==> config.mk <==
export PLATFORM = sky130hd
export DESIGN_NAME = svt_regbank
export DESIGN_NICKNAME = d
export VERILOG_FILES = /design/src/pkg/svt_pkg.sv /design/src/design/svt_sync.sv /design/src/design/svt_obs_mux.sv /design/src/design/svt_regbank.sv
export SDC_FILE = /design/constraint.sdc
export NUM_CORES = 1
export LEC_CHECK = 0
export BUFFER_PORTS_ARGS = -buffer_cell sky130_fd_sc_hd__buf_4
export CAP_MARGIN = 20
export CELL_PAD_IN_SITES_DETAIL_PLACEMENT = 0
export CELL_PAD_IN_SITES_GLOBAL_PLACEMENT = 1
export CORE_MARGIN = 2
export CORE_UTILIZATION = 26
export CTS_CLUSTER_DIAMETER = 120
export DETAILED_ROUTE_END_ITERATION = 12
export PLACE_DENSITY = 0.67
export SYNTH_ARGS = -nofsm -noshare
export SYNTH_HDL_FRONTEND = slang
export SYNTH_SLANG_ARGS = --single-unit
==> constraint.sdc <==
create_clock -name clk_in -period 1.8 [get_ports clk_in]
set_input_delay 0.18 -clock clk_in [delete_from_list [all_inputs] [get_ports clk_in]]
set_output_delay 0.18 -clock clk_in [all_outputs]
set_load 0.05 [all_outputs]
==> src/pkg/svt_pkg.sv <==
// How it works
// - three-bit observe select routes one calibration signal to the observation output
// - four-bit tuning voltage target, reset 0111, used only in test mode
// - eight-bit read-write converter offset correction, resets to 0x55
// - two-bit charge pump test mode: 00 tristate, 11 normal, reset 11
// - sixteen-bit oscillator counter readable at 0x6E low and 0x6F high
// - three-bit buffer trim in bits 7:5, resets to 7
package svt_pkg;
  // register offsets
  localparam logic [6:0] OFS_MUX_TUNE = 7'h39;
  localparam logic [6:0] OFS_ADC_OFS = 7'h3a;
  localparam logic [6:0] OFS_SD_RST = 7'h3d;
  localparam logic [6:0] OFS_CP_TEST = 7'h3e;
  localparam logic [6:0] OFS_CLK1_LO = 7'h3f;
  localparam logic [6:0] OFS_CLK1_HI = 7'h40;
  localparam logic [6:0] OFS_CLK2_LO = 7'h41;
  localparam logic [6:0] OFS_CLK2_HI = 7'h42;
  localparam logic [6:0] OFS_MUX_TRIM = 7'h47;
  localparam logic [6:0] OFS_BUF_TRIM = 7'h52;
  localparam logic [6:0] OFS_CNT_LO = 7'h6e;
  localparam logic [6:0] OFS_CNT_HI = 7'h6f;
  localparam logic [6:0] OFS_DBL_BIAS = 7'h70;
  // writable bit masks
  localparam logic [7:0] WMSK_MUX_TUNE = 8'h7f;
  localparam logic [7:0] WMSK_SD_RST = 8'h40;
  localparam logic [7:0] WMSK_CP_TEST = 8'h0c;
  localparam logic [7:0] WMSK_CLK1_HI = 8'h7f;
  localparam logic [7:0] WMSK_MUX_TRIM = 8'he0;
  localparam logic [7:0] WMSK_BUF_TRIM = 8'hfc;
  localparam logic [7:0] WMSK_DBL_BIAS = 8'he3;
  localparam logic [7:0] WMSK_FULL = 8'hff;
  // reset values
  localparam logic [7:0] RST_MUX_TUNE = 8'h07;
  localparam logic [7:0] RST_ADC_OFS = 8'h55;
  localparam logic [7:0] RST_SD_RST = 8'h00;
  localparam logic [7:0] RST_CP_TEST = 8'h0c;
  localparam logic [7:0] RST_CLK1_LO = 8'h80;
  localparam logic [7:0] RST_CLK1_HI = 8'h50;
  localparam logic [7:0] RST_CLK2_LO = 8'h28;
  localparam logic [7:0] RST_CLK2_HI = 8'h00;
  localparam logic [7:0] RST_MUX_TRIM = 8'hc0;
  localparam logic [7:0] RST_BUF_TRIM = 8'hf4;
  localparam logic [7:0] RST_DBL_BIAS = 8'h03;
  // field positions
  localparam int OBS_SEL_LSB = 4;
  localparam int TUNE_LSB = 0;
  localparam int CP_MODE_LSB = 2;
  localparam int BUF_TRIM_LSB = 5;
  // observe select codes
  localparam logic [2:0] OBS_BUSY = 3'h0;
  localparam logic [2:0] OBS_NBAND = 3'h1;
  localparam logic [2:0] OBS_RBAND = 3'h2;
  localparam logic [2:0] OBS_RSVD = 3'h3;
  localparam logic [2:0] OBS_TCLK = 3'h4;
  localparam logic [2:0] OBS_BIAS_MIN = 3'h5;
  localparam logic [2:0] OBS_ADC_BUSY = 3'h6;
  localparam logic [2:0] OBS_LOW = 3'h7;
  // charge pump modes
  localparam logic [1:0] CP_TRISTATE = 2'h0;
  localparam logic [1:0] CP_NORMAL = 2'h3;
  // number of writable registers
  localparam int NREG = 11;
  // stage count of the three-stage pin synchroniser; svt_sync hardcodes its three stages and does not read it
  localparam int SYNC_STAGES = 3;
endpackage

==> src/design/svt_sync.sv <==
`timescale 1ns/1ps
// three-stage synchroniser; a change counts once stages two and three agree
module svt_sync (
  // clock and reset
  input wire logic clk_in,
  input wire logic sys_rst_in,
  // asynchronous level
  input wire logic async_in,
  // filtered level
  output logic level_out
);
  import svt_pkg::*;

  typedef struct packed {
    logic s1;
    logic s2;
    logic s3;
    logic lvl;
  } svt_sync_t;

  svt_sync_t st;
  svt_sync_t next_st;

  // shift and accept only on agreement, so a late metastable settle counts once
  always_comb
  begin
    next_st = st;
    next_st.s1 = async_in;
    next_st.s2 = st.s1;
    next_st.s3 = st.s2;
    if (st.s2 == st.s3)
    begin
      next_st.lvl = st.s3;
    end
    if (sys_rst_in)
    begin
      next_st = '0;
    end
  end

  always_ff @(posedge clk_in)
  begin
    st <= next_st;
  end

  assign level_out = st.lvl;
endmodule // svt_sync

==> src/design/svt_obs_mux.sv <==
`timescale 1ns/1ps
// picks one calibration signal for the observation point
module svt_obs_mux (
  // select
  input wire logic [2:0] sel_in,
  // candidate signals
  input wire logic busy_in,
  input wire logic nband_in,
  input wire logic rband_in,
  input wire logic tclk_in,
  input wire logic bias_min_in,
  input wire logic adc_busy_in,
  // routed signal
  output logic obs_out
);
  import svt_pkg::*;

  // reserved code drives low, as does the explicit low code
  always_comb
  begin
    unique case (sel_in)
      OBS_BUSY: obs_out = busy_in;
      OBS_NBAND: obs_out = nband_in;
      OBS_RBAND: obs_out = rband_in;
      OBS_RSVD: obs_out = 1'b0;
      OBS_TCLK: obs_out = tclk_in;
      OBS_BIAS_MIN: obs_out = bias_min_in;
      OBS_ADC_BUSY: obs_out = adc_busy_in;
      OBS_LOW: obs_out = 1'b0;
    endcase
  end
endmodule // svt_obs_mux

==> src/design/svt_regbank.sv <==
`timescale 1ns/1ps
// register bank for calibration test, trim and counter readback
module svt_regbank (
  // clock and reset
  input wire logic clk_in,
  input wire logic sys_rst_in,
  // register access from the serial port decoder
  input wire logic [6:0] reg_addr_in,
  input wire logic [7:0] reg_wdata_in,
  input wire logic reg_wr_in,
  input wire logic reg_rd_in,
  output logic [7:0] reg_rdata_out,
  output logic reg_hit_out,
  // calibration signals to observe (same clock domain)
  input wire logic cal_busy_in,
  input wire logic cal_nband_in,
  input wire logic cal_rband_in,
  input wire logic cal_bias_min_in,
  input wire logic cal_adc_busy_in,
  // timeout clock from the analog side, asynchronous
  input wire logic cal_tclk_in,
  // counter value from the calibration engine
  input wire logic [15:0] oscillator_counter_value_in,
  input wire logic counter_valid_in,
  // observation point and analog controls
  output logic calibration_observe_out,
  output logic [2:0] calibration_observe_select_out,
  output logic [3:0] tuning_voltage_target_out,
  output logic [7:0] converter_offset_out,
  output logic sigma_delta_reset_out,
  output logic [1:0] charge_pump_test_mode_out,
  output logic charge_pump_tristate_out,
  output logic [11:0] first_clock_divider_out,
  output logic [2:0] buffer_bias_trim_out,
  output logic [11:0] second_clock_divider_1_out,
  output logic [3:0] second_clock_divider_2_out,
  output logic [2:0] oscillator_mux_trim_out,
  output logic [2:0] oscillator_buffer_trim_out,
  output logic [2:0] buffer_current_trim_out,
  output logic [2:0] doubler_filter_select_out,
  output logic [1:0] doubler_bias_select_out
);
  import svt_pkg::*;

  typedef struct packed {
    logic [7:0] mux_tune;
    logic [7:0] adc_ofs;
    logic [7:0] sd_rst;
    logic [7:0] cp_test;
    logic [7:0] clk1_lo;
    logic [7:0] clk1_hi;
    logic [7:0] clk2_lo;
    logic [7:0] clk2_hi;
    logic [7:0] mux_trim;
    logic [7:0] buf_trim;
    logic [7:0] dbl_bias;
    logic [15:0] cnt;
    logic [7:0] rdata;
    logic hit;
  } svt_bank_t;

  svt_bank_t st;
  svt_bank_t next_st;
  logic tclk_sync;
  logic obs_raw;
  logic [7:0] rd_mux;
  logic rd_map;

  // timeout clock is asynchronous, so it is filtered before routing
  svt_sync u_tclk_sync (
    .clk_in(clk_in),
    .sys_rst_in(sys_rst_in),
    .async_in(cal_tclk_in),
    .level_out(tclk_sync)
  );

  svt_obs_mux u_obs_mux (
    .sel_in(st.mux_tune[OBS_SEL_LSB +: 3]),
    .busy_in(cal_busy_in),
    .nband_in(cal_nband_in),
    .rband_in(cal_rband_in),
    .tclk_in(tclk_sync),
    .bias_min_in(cal_bias_min_in),
    .adc_busy_in(cal_adc_busy_in),
    .obs_out(obs_raw)
  );

  // masked write keeps reserved bits at zero
  function automatic logic [7:0] mwr(input logic [7:0] cur, input logic [7:0] wd,
                                     input logic [7:0] msk);
    mwr = (cur & ~msk) | (wd & msk);
  endfunction

  // read decode; only stored bits can be nonzero, so reserved bits read zero
  always_comb
  begin
    rd_map = 1'b1;
    unique case (reg_addr_in)
      OFS_MUX_TUNE: rd_mux = st.mux_tune;
      OFS_ADC_OFS: rd_mux = st.adc_ofs;
      OFS_SD_RST: rd_mux = st.sd_rst;
      OFS_CP_TEST: rd_mux = st.cp_test;
      OFS_CLK1_LO: rd_mux = st.clk1_lo;
      OFS_CLK1_HI: rd_mux = st.clk1_hi;
      OFS_CLK2_LO: rd_mux = st.clk2_lo;
      OFS_CLK2_HI: rd_mux = st.clk2_hi;
      OFS_MUX_TRIM: rd_mux = st.mux_trim;
      OFS_BUF_TRIM: rd_mux = st.buf_trim;
      OFS_CNT_LO: rd_mux = st.cnt[7:0];
      OFS_CNT_HI: rd_mux = st.cnt[15:8];
      OFS_DBL_BIAS: rd_mux = st.dbl_bias;
      default:
      begin
        rd_mux = 8'h00;
        rd_map = 1'b0;
      end
    endcase
  end

  // write path and readback capture
  always_comb
  begin
    next_st = st;
    if (counter_valid_in)
    begin
      next_st.cnt = oscillator_counter_value_in;
    end
    if (reg_wr_in)
    begin
      unique case (reg_addr_in)
        OFS_MUX_TUNE: next_st.mux_tune = mwr(st.mux_tune, reg_wdata_in, WMSK_MUX_TUNE);
        OFS_ADC_OFS: next_st.adc_ofs = mwr(st.adc_ofs, reg_wdata_in, WMSK_FULL);
        OFS_SD_RST: next_st.sd_rst = mwr(st.sd_rst, reg_wdata_in, WMSK_SD_RST);
        OFS_CP_TEST: next_st.cp_test = mwr(st.cp_test, reg_wdata_in, WMSK_CP_TEST);
        OFS_CLK1_LO: next_st.clk1_lo = mwr(st.clk1_lo, reg_wdata_in, WMSK_FULL);
        OFS_CLK1_HI: next_st.clk1_hi = mwr(st.clk1_hi, reg_wdata_in, WMSK_CLK1_HI);
        OFS_CLK2_LO: next_st.clk2_lo = mwr(st.clk2_lo, reg_wdata_in, WMSK_FULL);
        OFS_CLK2_HI: next_st.clk2_hi = mwr(st.clk2_hi, reg_wdata_in, WMSK_FULL);
        OFS_MUX_TRIM: next_st.mux_trim = mwr(st.mux_trim, reg_wdata_in, WMSK_MUX_TRIM);
        OFS_BUF_TRIM: next_st.buf_trim = mwr(st.buf_trim, reg_wdata_in, WMSK_BUF_TRIM);
        OFS_DBL_BIAS: next_st.dbl_bias = mwr(st.dbl_bias, reg_wdata_in, WMSK_DBL_BIAS);
        default:
        begin
          // counter bytes and unmapped addresses ignore writes
          next_st.hit = st.hit;
        end
      endcase
    end
    // read data is held until the next read so the port can shift it out
    if (reg_rd_in)
    begin
      next_st.rdata = rd_mux;
      next_st.hit = rd_map;
    end
    if (sys_rst_in)
    begin
      next_st.mux_tune = RST_MUX_TUNE;
      next_st.adc_ofs = RST_ADC_OFS;
      next_st.sd_rst = RST_SD_RST;
      next_st.cp_test = RST_CP_TEST;
      next_st.clk1_lo = RST_CLK1_LO;
      next_st.clk1_hi = RST_CLK1_HI;
      next_st.clk2_lo = RST_CLK2_LO;
      next_st.clk2_hi = RST_CLK2_HI;
      next_st.mux_trim = RST_MUX_TRIM;
      next_st.buf_trim = RST_BUF_TRIM;
      next_st.dbl_bias = RST_DBL_BIAS;
      next_st.cnt = 16'h0000;
      next_st.rdata = 8'h00;
      next_st.hit = 1'b0;
    end
  end

  always_ff @(posedge clk_in)
  begin
    st <= next_st;
  end

  // field outputs straight from the stored registers; the observe output comes from the select mux
  assign reg_rdata_out = st.rdata;
  assign reg_hit_out = st.hit;
  assign calibration_observe_out = obs_raw;
  assign calibration_observe_select_out = st.mux_tune[OBS_SEL_LSB +: 3];
  assign tuning_voltage_target_out = st.mux_tune[TUNE_LSB +: 4];
  assign converter_offset_out = st.adc_ofs;
  assign sigma_delta_reset_out = st.sd_rst[6];
  assign charge_pump_test_mode_out = st.cp_test[CP_MODE_LSB +: 2];
  // any code other than normal is treated as a test mode, 00 tristates the pump
  assign charge_pump_tristate_out = (st.cp_test[CP_MODE_LSB +: 2] == CP_TRISTATE);
  assign first_clock_divider_out = {st.clk1_hi[3:0], st.clk1_lo};
  assign buffer_bias_trim_out = st.clk1_hi[6:4];
  assign second_clock_divider_1_out = {st.clk2_hi[3:0], st.clk2_lo};
  assign second_clock_divider_2_out = st.clk2_hi[7:4];
  assign oscillator_mux_trim_out = st.mux_trim[7:5];
  assign oscillator_buffer_trim_out = st.buf_trim[BUF_TRIM_LSB +: 3];
  assign buffer_current_trim_out = st.buf_trim[4:2];
  assign doubler_filter_select_out = st.dbl_bias[7:5];
  assign doubler_bias_select_out = st.dbl_bias[1:0];
endmodule // svt_regbank

==> results <==
- The flow ran to the end, but the final reports show violations.
- The checks that failed: setup timing.
- The share of synthesized area spent on multiplexers is 0.139.
- The sequential element share of the synthesized area is 0.379.
- After detailed routing, the number of remaining DRC violations is 0.
- The root buffer cell chosen for the clock tree is clkbuf_16.
- Summing all non-filler instances in the final layout gives an area of between 6000 and 7000 µm².
- The first global-routing pass estimated 24.5 mm of wire.
- Of all nets on the critical path, the largest fanout is 2.
- The number of antenna repair diodes is 0.
- TritonCTS created 9 clock buffers.
- The final max-slew violation count is 0.
- The first detailed-routing pass took 4 iterations.
- The routed wire length is roughly 16 mm.
- The number of clock sinks is 92.
- No sink is reached through more buffers than the 2 on the longest clock path.
- The number of hold violations in the final report is 0.
- The fraction of the mapped netlist area in simple logic gates is 0.215.
- The endpoint of the worst hold path is u_tclk_sync.st[3].
- After layout, the worst setup slack is -0.00584 ns.
- The placed instances occupy a cell area of between 5000 and 6000 µm².
- Walking the worst path, the cells encountered are mux4_2 > mux2_2 > buf_6.
- The overall die area is a little under 20000 µm².
- By area the synthesized netlist is led by dfxtp_1 (38%), mux2i_1 (13%), buf_4 (11%).
- The finished layout holds 840 standard cells, fillers aside.
- The path depth of the worst reg2reg path is 5.
- For this configuration, the core starts out at a cell density of 0.263.
- For this run, the top clock speed supported by timing is between 500 and 600 MHz.
- The TritonCTS clock tree is built.
- The detailed-route via count is 4004.
- For the worst-skew pair, the clock arrives at the later sink with an insertion delay of ~0.35 ns.
- The peak supply drop is between 0.4 and 0.5 mV.
- The total global-route track usage is 0.163.
- The pin count of the biggest net entering global routing is 44.
- Timing analysis after detailed placement gives a worst setup slack of -0.190 ns.
- The terminus of the critical flop-to-flop path is reg_rdata_out[2].
- The die is 141 µm wide.
- The ratio of cells with drive above 1 in the final layout is 0.327.
- The post-synthesis to final-layout area growth is 24.9%.
- The leakage power of the design is 2.77 nW.
- Pin placement for this block handled 116 I/O pins.
- The startpoint of the worst hold path is cal_tclk_in.
- The worst setup slack for register-to-register paths is approximately 0.20 ns.
- The number of global-route vias before repair was 4120.
- The synthesized net count is 577.
- The area of the core is ~19000 µm².
- The compound-gate portion of the synthesized area came to 0.122.
- Synthesis instantiated 54 different standard cells from the library.
- Setup repair after global routing could not meet its margin everywhere.
- The maximum cell stage delay along the critical path is 0.49 ns.
- Detailed placement ended at an HPWL of 12.5 mm.
- The power per unit of standard cell area is 753 nW/µm².
- In this run the vertical extent of the chip is 141 µm.
- The smallest clock period supported by the final layout is computed as 1.81 ns.
- The count of endpoints failing setup in the final report is 1.
- The launching element type of the critical path is a flop.
- The post-synthesis instance total is 535.
- The total overflow left after global routing is 0.
- Of the total synthesized cell area, the portion taken by full adders, half adders and majority gates is 0.
- After synthesis, the most frequently instantiated cells are dfxtp_1 (92), buf_4 (72), nor2_1 (69), mux2i_1 (62), nand3_1 (27).
- The combinational family with the most area after synthesis is simple AND/OR/NAND/NOR gates.
- The startpoint identified for the worst register-to-register timing path is first_clock_divider_out[2].
- The detailed router's first-iteration violation count is ~220.
- The cell taking the most area after synthesis is dfxtp_1.
- The floorplan has 50 rows.
- The tool flagged a number of max-cap violations equal to 0.
- The most common cell in the synthesized netlist is dfxtp_1.
- The number of flops mapped to enable cells by yosys is 0.
- The min-delay analysis places its worst path in the category in2reg.
- The clock skew after layout is ~0.0086 ns.
- The number of nets in the finished design is about 640.
- The share of Yosys cell area claimed by the top area cell type is 0.379.
- STA classifies the critical path endpoint as an output port.
- Dividing the detail-routed wire length by the instance count gives around 19 µm.
- The netlist area before placement is 4860 µm².
- The remaining antenna violation count after routing is 0.
- The number of instances on the worst hold path is 2.
- Each instance of the synthesized netlist takes up on average just over 9 µm².
- The relative max-transition margin is 0.613.
- The clock transition at the register clock pins on the worst setup and hold paths after CTS is 0.06 ns.
- The share of flip-flops with an asynchronous set or reset after synthesis is 0.
- The via density per instance is 4.77.
- The share of the cycle needed by the critical path after routing is 1.00.
- The setup path with the least slack is of type reg2out.
- The slowest cell on the critical path is mux4_2.
- The predominant post-synthesis flop cell is dfxtp_1.
- The data arrival time of the critical path is 1.63 ns.
- The number of antenna violations at the first check in global routing is 0.
- After detailed placement, the design holds a cell count of between 800 and 900.
- The Yosys step of the flow raised 0 warnings.
- The maximum level of the CTS H-tree is 3.
- Final hold analysis gives a worst-case slack of roughly 0.040 ns.
- The final weighted congestion of routability-driven global placement is approximately 0.85.
- Of the total synthesized cell area, the portion taken by XOR and XNOR cells is 0.00180.
- The flop and latch count out of synthesis is ~90.
- Port buffering added 115 buffers.
- At the pin with the least slew margin, the transition time is 0.578 ns.
- The start point of the critical path is calibration_observe_select_out[1].
- The data required time of the worst path is 1.62 ns.
==> where the power goes <==
group / internal (mW) / switching (mW)
registers: 2.07 / 0.0225
clock network: 1.25 / 0.806
logic: 0.182 / 0.243
total: 3.50 / 1.07
==> final cells by class <==
cell class	count	area, µm²
Fill cell	1934	12400
Multi-Input combinational cell	335	2330
Sequential cell	92	1840
Timing Repair Buffer	160	1270
Tap cell	234	293
Clock buffer	10	239
Clock inverter	6	86.3
Inverter	3	11.3
==> state kept, by name, summed over array words and instances (netlist names), 4 cells and up <==
| register | cells |
|---|---|
| st | 16 |
| first_clock_divider_out | 12 |
| second_clock_divider_1_out | 12 |
| converter_offset_out | 8 |
| reg_rdata_out | 8 |
| second_clock_divider_2_out | 4 |
| tuning_voltage_target_out | 4 |
==> layout by cell type, fill, tap and decap left out, types with 3 or more instances in the layout <==
| master | instances |
|---|---|
| and3_1 | 9 |
| mux2i_1 | 62 |
| inv_1 | 3 |
| nand2b_1 | 5 |
| nand2_1 | 22 |
| nor4_1 | 4 |
| nand3_1 | 27 |
| clkbuf_16 | 9 |
| a211oi_1 | 4 |
| a22oi_1 | 12 |
| a22o_1 | 8 |
| and2_1 | 6 |
| nor2_1 | 69 |
| nor2b_1 | 13 |
| a21oi_1 | 13 |
| dfxtp_1 | 91 |
| o32a_1 | 3 |
| buf_4 | 154 |
| buf_12 | 5 |
| nand3b_1 | 9 |
| mux2_2 | 3 |
| a211o_1 | 15 |
| o21ai_0 | 7 |
| a32o_1 | 3 |
==> kinds of logic after synthesis <==
family,Yosys count
AND/OR/NAND/NOR,190
buffers and inverters,108
flip-flops,92
AO/OA/AOI/OAI,78
multiplexers,66
XOR/XNOR,1
==> per-layer routing <==
layer,GRT usage,share of wire,routed length [µm],vias up
li1,-,-,-,1951
met4,0.0579,0.013,211,0
met5,0,0,0,-
met3,0.0404,0.051,808,14
met2,0.260,0.47,7390,107
met1,0.213,0.47,7430,1932
==> metrics by stage <==
stage	power [mW]	setup TNS, ns	util
4_1_cts	4.63	-0.0236	0.328
3_3_place_gp	2.55	-0.375	0.310
6_report	4.57	-0.00584	0.328
3_5_place_dp	2.56	-1.26	0.310
5_1_grt	4.75	-0.0413	0.328
2_1_floorplan	2.36	0	-
==> how the worst max path moves through the flow <==
stage                                          to  cells after the start
global route              calibration_observe_out                      3
floorplan           second_clock_divider_1_out[3]                      5
finish                    calibration_observe_out                      3
CTS                       calibration_observe_out                      3
detailed placement               reg_rdata_out[6]                      6
global placement                 reg_rdata_out[6]                      6
==> critical path, delay by kind of cell, from the launching register on <==
family / cells / cell delay (ns)
buf+inv: 1 / 0.15
mux: 2 / 0.77
flops: 1 / 0.35
==> what timing repair did <==
item	CTS	global route
hold buffers	0	0
resized for setup	2	1
endpoints found under the setup margin	1	2
buffers inserted	0	0
(Power assumes the default switching activity.)
